[src/design/adc_readout_defs.svh]
// word widths, leading zeros, reset values and counts of the serial readout
`ifndef ADC_READOUT_DEFS_SVH
`define ADC_READOUT_DEFS_SVH

// ----------------------------------------------------------------
// word layout
// ----------------------------------------------------------------
`define RESULT_BITS   14
`define WORD_BITS     16
`define FRAME_BITS    32
`define LEAD_ZEROS    2'h0

// ----------------------------------------------------------------
// falling edge counts within a frame
// ----------------------------------------------------------------
`define COUNT_W       6
`define TRACK_FALLS   6'h0F
`define SECOND_FALLS  6'h10
`define END_FALLS     6'h20

// ----------------------------------------------------------------
// reset values
// ----------------------------------------------------------------
`define CS_IDLE       1'b1
`define SCLK_IDLE     1'b0
`define OE_N_IDLE     1'b1
`define DATA_IDLE     1'b0

`endif

[src/design/adc_readout_pkg.sv]
// types shared by the serial readout modules
`include "adc_readout_defs.svh"

package adc_readout_pkg;

    typedef logic [`RESULT_BITS-1:0] result_t;
    typedef logic [`FRAME_BITS-1:0]  frame_t;
    typedef logic [`COUNT_W-1:0]     count_t;

    typedef enum logic [1:0] {
        PH_IDLE,
        PH_CONVERT,
        PH_SECOND,
        PH_DONE
    } phase_t;

    typedef struct packed {
        logic cs_s1;
        logic cs_s2;
        logic cs_prev;
        logic ck_s1;
        logic ck_s2;
        logic ck_prev;
    } sync_state_t;

    typedef struct packed {
        phase_t  phase;
        count_t  falls;
        logic    hold;
        result_t sample_a;
        result_t sample_b;
        frame_t  sh_a;
        frame_t  sh_b;
        logic    out_a;
        logic    out_b;
        logic    oe_n_a;
        logic    oe_n_b;
        logic    busy;
    } readout_state_t;

endpackage

[src/design/link_if.sv]
// synchronised chip select and serial clock events
`timescale 1ns/100ps

interface link_if;
    logic cs_low;
    logic cs_fall;
    logic cs_rise;
    logic sclk_fall;
    logic sclk_rise;

    modport source (
        output cs_low,
        output cs_fall,
        output cs_rise,
        output sclk_fall,
        output sclk_rise
    );

    modport sink (
        input  cs_low,
        input  cs_fall,
        input  cs_rise,
        input  sclk_fall,
        input  sclk_rise
    );
endinterface

[src/design/edge_sync.sv]
// two-flop synchronisers and edge detection for chip select and serial clock
`timescale 1ns/100ps
`include "adc_readout_defs.svh"

module edge_sync (
    input  wire logic clock_in,
    input  wire logic reset_in,
    input  wire logic chip_select_n_in,
    input  wire logic serial_clock_in,
    link_if.source    link
);
    import adc_readout_pkg::*;

    sync_state_t q;
    sync_state_t d;

    // ----------------------------------------------------------------
    // next state
    // ----------------------------------------------------------------
    always_comb begin
        d         = q;
        d.cs_s1   = chip_select_n_in;
        d.cs_s2   = q.cs_s1;
        d.cs_prev = q.cs_s2;
        d.ck_s1   = serial_clock_in;
        d.ck_s2   = q.ck_s1;
        d.ck_prev = q.ck_s2;
    end

    always_ff @(posedge clock_in or posedge reset_in) begin
        if (reset_in) begin
            q.cs_s1   <= `CS_IDLE;
            q.cs_s2   <= `CS_IDLE;
            q.cs_prev <= `CS_IDLE;
            q.ck_s1   <= `SCLK_IDLE;
            q.ck_s2   <= `SCLK_IDLE;
            q.ck_prev <= `SCLK_IDLE;
        end else begin
            q <= d;
        end
    end

    // ----------------------------------------------------------------
    // events, read only from second and later stages
    // ----------------------------------------------------------------
    assign link.cs_low    = ~q.cs_s2;
    assign link.cs_fall   = ~q.cs_s2 & q.cs_prev;
    assign link.cs_rise   = q.cs_s2 & ~q.cs_prev;
    assign link.sclk_fall = ~q.ck_s2 & q.ck_prev;
    assign link.sclk_rise = q.ck_s2 & ~q.ck_prev;

endmodule

[src/design/dual_adc_serial_readout.sv]
// serial conversion and readout of a dual simultaneous-sampling converter
`timescale 1ns/100ps
`include "adc_readout_defs.svh"

module dual_adc_serial_readout (
    input  wire logic                     clock_in,
    input  wire logic                     reset_in,
    input  wire logic                     chip_select_n_in,
    input  wire logic                     serial_clock_in,
    input  wire adc_readout_pkg::result_t first_result_in,
    input  wire adc_readout_pkg::result_t second_result_in,
    output logic                          first_serial_output_out,
    output logic                          first_serial_output_oe_n_out,
    output logic                          second_serial_output_out,
    output logic                          second_serial_output_oe_n_out,
    output logic                          track_hold_out,
    output logic                          converting_out
);
    import adc_readout_pkg::*;

    readout_state_t q;
    readout_state_t d;
    logic           active;

    link_if link ();

    // ----------------------------------------------------------------
    // pin synchronisers and edge events
    // ----------------------------------------------------------------
    edge_sync u_sync (
        .clock_in         (clock_in),
        .reset_in         (reset_in),
        .chip_select_n_in (chip_select_n_in),
        .serial_clock_in  (serial_clock_in),
        .link             (link)
    );

    assign active = (q.phase == PH_CONVERT) || (q.phase == PH_SECOND);

    // ----------------------------------------------------------------
    // frame sequencer
    // ----------------------------------------------------------------
    always_comb begin
        d = q;
        if (link.cs_rise) begin
            // abort whatever is in flight and release the lines
            d.phase  = PH_IDLE;
            d.hold   = 1'b0;
            d.oe_n_a = `OE_N_IDLE;
            d.oe_n_b = `OE_N_IDLE;
            d.out_a  = `DATA_IDLE;
            d.out_b  = `DATA_IDLE;
        end else if (link.cs_fall) begin
            d.phase    = PH_CONVERT;
            d.hold     = 1'b1;
            d.falls    = '0;
            d.sample_a = first_result_in;
            d.sample_b = second_result_in;
            // each line: own word first, then the other one
            d.sh_a = {`LEAD_ZEROS, first_result_in,
                      `LEAD_ZEROS, second_result_in};
            d.sh_b = {`LEAD_ZEROS, second_result_in,
                      `LEAD_ZEROS, first_result_in};
            d.out_a  = 1'b0;
            d.out_b  = 1'b0;
            d.oe_n_a = 1'b0;
            d.oe_n_b = 1'b0;
        end else if (active) begin
            if (link.sclk_rise && q.falls >= `TRACK_FALLS) begin
                d.hold = 1'b0;
            end
            if (link.sclk_fall) begin
                d.falls = count_t'(q.falls + 6'h01);
                d.sh_a  = {q.sh_a[`FRAME_BITS-2:0], 1'b0};
                d.sh_b  = {q.sh_b[`FRAME_BITS-2:0], 1'b0};
                d.out_a = q.sh_a[`FRAME_BITS-2];
                d.out_b = q.sh_b[`FRAME_BITS-2];
                if (d.falls == `SECOND_FALLS) begin
                    d.phase = PH_SECOND;
                end
                if (d.falls == `END_FALLS) begin
                    d.phase  = PH_DONE;
                    d.oe_n_a = `OE_N_IDLE;
                    d.oe_n_b = `OE_N_IDLE;
                    d.out_a  = `DATA_IDLE;
                    d.out_b  = `DATA_IDLE;
                end
            end
        end
        // registered copy of the running phases for the status pin
        d.busy = (d.phase == PH_CONVERT) || (d.phase == PH_SECOND);
    end

    always_ff @(posedge clock_in or posedge reset_in) begin
        if (reset_in) begin
            q.phase    <= PH_IDLE;
            q.falls    <= '0;
            q.hold     <= 1'b0;
            q.sample_a <= '0;
            q.sample_b <= '0;
            q.sh_a     <= '0;
            q.sh_b     <= '0;
            q.out_a    <= `DATA_IDLE;
            q.out_b    <= `DATA_IDLE;
            q.oe_n_a   <= `OE_N_IDLE;
            q.oe_n_b   <= `OE_N_IDLE;
            q.busy     <= 1'b0;
        end else begin
            q <= d;
        end
    end

    // ----------------------------------------------------------------
    // outputs
    // ----------------------------------------------------------------
    assign first_serial_output_out       = q.out_a;
    assign first_serial_output_oe_n_out  = q.oe_n_a;
    assign second_serial_output_out      = q.out_b;
    assign second_serial_output_oe_n_out = q.oe_n_b;
    assign track_hold_out                = q.hold;
    assign converting_out                = q.busy;
endmodule

[config.mk]
export PLATFORM = sky130hd
export DESIGN_NAME = dual_adc_serial_readout
export DESIGN_NICKNAME = d
export VERILOG_FILES = /design/src/design/adc_readout_pkg.sv /design/src/design/link_if.sv /design/src/design/edge_sync.sv /design/src/design/dual_adc_serial_readout.sv
export VERILOG_INCLUDE_DIRS = /design/src /design/src/design
export SDC_FILE = /design/constraint.sdc
export NUM_CORES = 1
export LEC_CHECK = 0
export ABC_CLOCK_PERIOD_IN_PS = 4100
export BUFFER_PORTS_ARGS = -buffer_cell sky130_fd_sc_hd__buf_2
export CELL_PAD_IN_SITES_DETAIL_PLACEMENT = 1
export CELL_PAD_IN_SITES_GLOBAL_PLACEMENT = 1
export CORE_UTILIZATION = 49
export DETAILED_ROUTE_END_ITERATION = 16
export PLACE_DENSITY_LB_ADDON = 0.15
export SLEW_MARGIN = 40
export SYNTH_ARGS = -nofsm -noshare
export SYNTH_HDL_FRONTEND = slang
export SYNTH_SLANG_ARGS = --single-unit
[constraint.sdc]
create_clock -name clock_in -period 4.1 [get_ports clock_in]
set_input_delay 0.41 -clock clock_in [delete_from_list [all_inputs] [get_ports clock_in]]
set_output_delay 0.41 -clock clock_in [all_outputs]
set_load 0.05 [all_outputs]
==> summary.md <==
| Metric | Value |
|---|---|
| Switching power as a share of total power | `0.268` |
| Total overflow reported by the global router | `0` |
| Total clock buffers created by CTS | `9` |
| Time the worst path needs with I/O delays and setup | `between 2 and 2.5 ns` |
| Setup repair after global routing missed its margin | `no` |
| Site Rows | `30` |
| Post-layout instance area | `3930 um2` |
| Final worst path period share | `0.593` |
| Core region area | `roughly 6800 um2` |
| Most used cells in the layout excluding fill and tap cells | `sky130_fd_sc_hd__nand2_1 (86), sky130_fd_sc_hd__dfrtp_1 (77), sky130_fd_sc_hd__a22oi_1 (52)` |
| Post-synthesis xor/xnor area fraction | `0.0126` |
| Count of inserted antenna diode cells | `0` |
| Fraction of the mapped netlist area in compound gates | `0.195` |
| Remaining antenna violation count | `0` |
| Synth top area cells | `sky130_fd_sc_hd__dfrtp_1 (55%), sky130_fd_sc_hd__a22oi_1 (11%), sky130_fd_sc_hd__nand2_1 (9.3%)` |
| Status | `finished clean` |
| Total Routing Usage GR | `0.230` |
| Yosys synthesis warning count | `0` |
| Cell type with the highest aggregate area in the netlist | `sky130_fd_sc_hd__dfrtp_1` |
| Number of nets in the layout | `slightly below 400` |
| Most common library cell in the layout ignoring fill and taps | `sky130_fd_sc_hd__nand2_1` |
| Clock buffer depth | `2` |
| Area growth from synthesis to final layout | `13.2%` |
| Final GP Congestion | `approximately 0.75` |
| Number of vias per cell after detailed routing | `~5.6` |
| Count of hold buffers inserted by post-cts repair | `0` |
| Layout cells sized above 1 | `0.197` |
| Data arrival time of the critical path | `2.73 ns` |
| Number of enable flip-flop cells after synthesis | `0` |
| Post-CTS resize count | `0` |
| Met2 usage in global routing | `0.374` |
| Drc violations | `0` |
| Clock insertion delay at the later pin of the skew report | `0.36 ns` |
| Synth Flop Type | `sky130_fd_sc_hd__dfrtp_1` |
| Critical-path maximum fanout | `66` |
| Starting utilization of the core area | `0.508` |
| CTS sink cnt | `81` |
| Path type of the worst min-delay path | `input pin to asynchronous set/reset pin` |
| Global-route wire length before repair | `~13000 um` |
| # port buffers | `37` |
| Pleak | `0.00194 uW` |
| Largest family of logic cells by synthesized area | `compound AO/OA/AOI/OAI gates` |
| Comb pwr share | `0.142` |
| Clock share of power | `0.354` |
| Cell-internal power | `approximately 1500 uW` |
| Post-synth top area share | `0.555` |
| Critical path required time | `4.40 ns` |
| Reported net switching power | `between 500 and 600 uW` |
| Synthesized instance count | `between 300 and 400` |
| Crit start category | `register` |
| Die area | `between 7000 and 8000 um2` |
| Syn nets | `356` |
| Total Negative Setup Slacks | `0 ns` |
| Total power divided by cell area | `~500 nW/um2` |
| Routed len/inst | `between 15 and 20 um` |
| Cell at the root of the clock tree | `sky130_fd_sc_hd__clkbuf_8` |
| Post-CTS setup repair buffer count | `0` |
| Final worst clock skew | `roughly 0.0092 ns` |
| Iteration-0 DRC Markers | `between 100 and 150` |
| Initial antenna violation count | `0` |
| Max Clock Freq | `411 MHz` |
| VDD IR-drop max | `0.000240 V` |
| Max-slew headroom | `0.548` |
| Fraction of the mapped netlist area in simple logic gates | `0.144` |
| Die height | `around 86 um` |
| Fraction of met1 tracks used by global routing | `0.301` |
| Via count of the first global-routing pass | `2650` |
| Mux share of post-synthesis cell area | `0.00324` |
| H-tree levels | `3` |
| Most congested layer reported by global routing | `met2` |
| Element type at the critical path end | `register` |
| Sequential fraction of the synthesis area | `0.585` |
| Met3 track demand over resource | `0.0562` |
| Vias after detailed routing | `2513` |
| Final max-slew violation count | `0` |
| CTS tree | `done` |
| Final-report hold violation count | `0` |
| Clock input transition at the sequential cells of the worst setup and hold paths | `~0.090 ns` |
| Iteration count of the initial detailed-routing pass | `5` |
| Post-synth design cell area | `3470 um2` |
| Count of state elements after synthesis | `81` |
| Transition time at the pin with the least slew margin | `between 0.6 and 0.7 ns` |
| Chip Width | `86.2 um` |
| Reg power frac | `0.504` |
| Count of boundary I/O pins | `38` |
| Number of distinct library cells after synthesis | `43` |
| CP Class | `register to register` |
| Adder-cell share of the synthesized area | `0.0108` |
| Final setup violation count | `0` |
| Pin count of the biggest net entering global routing | `69` |
| Share of synthesized registers carrying an async set or reset | `1.00` |
| Placed standard-cell area | `approximately 3700 um2` |
| Hpwl dp | `roughly 4800 um` |
| Final wirelength | `7480 um` |
| Post-Synthesis Mean Instance Area | `between 10 and 15 um2` |
| Reported max-cap violation count | `0` |
[final timing paths]
path / start / slack [ns] / cells after the start / end
setup / recovery: u_sync.d[3] / 1.67 / 7 / q[102]
hold / removal: reset_in / 0.10 / 2 / q[49]
setup reg to reg: u_sync.d[3] / 1.67 / 7 / q[102]
hold reg to reg: u_sync.d[1] / 0.37 / 0 / u_sync.d[0]
max in group asynchronous: reset_in / 3.12 / 3 / q[42]
min in group clock_in: chip_select_n_in / 0.15 / 1 / u_sync.d[4]
[routing by layer]
metal | vias to the layer above | part of all wire
li1 | 1205 | -
met1 | 1257 | 0.46
met2 | 40 | 0.49
met3 | 11 | 0.030
met4 | 0 | 0.014
met5 | - | 0
[synth_stat cells (2+ instances only)]
master                     count
sky130_fd_sc_hd__o21ai_0       5
sky130_fd_sc_hd__a222oi_1      2
sky130_fd_sc_hd__nand2b_1      2
sky130_fd_sc_hd__or3_1         3
sky130_fd_sc_hd__a21oi_1       3
sky130_fd_sc_hd__buf_6         7
sky130_fd_sc_hd__a22o_1       14
sky130_fd_sc_hd__dfstp_2       4
sky130_fd_sc_hd__buf_4         2
sky130_fd_sc_hd__a22oi_1      52
sky130_fd_sc_hd__clkbuf_1     10
sky130_fd_sc_hd__nand3_1       3
sky130_fd_sc_hd__ha_1          3
sky130_fd_sc_hd__xnor2_1       4
sky130_fd_sc_hd__nand2_1      86
sky130_fd_sc_hd__o21ai_1       2
sky130_fd_sc_hd__dfrtp_1      77
sky130_fd_sc_hd__buf_2         3
sky130_fd_sc_hd__and4b_1       2
sky130_fd_sc_hd__inv_1         7
sky130_fd_sc_hd__nor2_1        7
sky130_fd_sc_hd__o211ai_1      2
[final cells by class]
type                            count  area (um2)
Clock buffer                       11         141
Clock inverter                      5         104
Fill cell                         757        2900
Inverter                            7        28.8
Multi-Input combinational cell    211        1290
Sequential cell                    81        2030
Tap cell                           96         120
Timing Repair Buffer               41         215
[flip-flops by register name, indices dropped and copies added, names as in the netlist]
signal	cells
converting_out	1
first_serial_output_oe_n_out	1
first_serial_output_out	1
q	70
second_serial_output_out	1
track_hold_out	1
u_sync.d	4
u_sync.q	2
[metrics by stage]
stage	hold WS, ns	std cells	setup slack, ns	total power, uW	utilization
global route	0.131	452	1.52	2110	0.575
CTS	0.132	452	1.65	2040	0.575
floorplan	0.331	321	1.62	1230	-
global placement	0.334	436	1.74	1300	0.539
finish	0.105	452	1.67	2010	0.575
detailed placement	0.353	436	1.70	1310	0.539
[power by group through the flow]
stage	registers [uW]	logic, uW	clock network, uW
final	1010	286	711
after global routing	1030	325	759
after CTS	1010	292	731
after detailed placement	1020	289	0
after global placement	1020	278	0
after floorplan	1020	204	0
[worst max-delay path, stage by stage (launching register included)]
cell	delay (ns)
sky130_fd_sc_hd__dfstp_2	0.56
sky130_fd_sc_hd__inv_1	0.05
sky130_fd_sc_hd__ha_1	0.33
sky130_fd_sc_hd__or3_1	0.48
sky130_fd_sc_hd__nor2_4	0.10
sky130_fd_sc_hd__buf_4	0.53
sky130_fd_sc_hd__a21o_1	0.19
sky130_fd_sc_hd__a22o_1	0.12
[cell families (layout without fill, tap and decap cells)]
family	after synthesis	in the layout
buffers and inverters	29	64
xor gates and xnor gates	5	5
and+or+nand+nor	113	113
DFF	81	81
adders and majority gates	3	3
AOI/OAI and AO/OA	89	89
muxes	1	1
No activity file was read; power rests on OpenSTA's default activity.
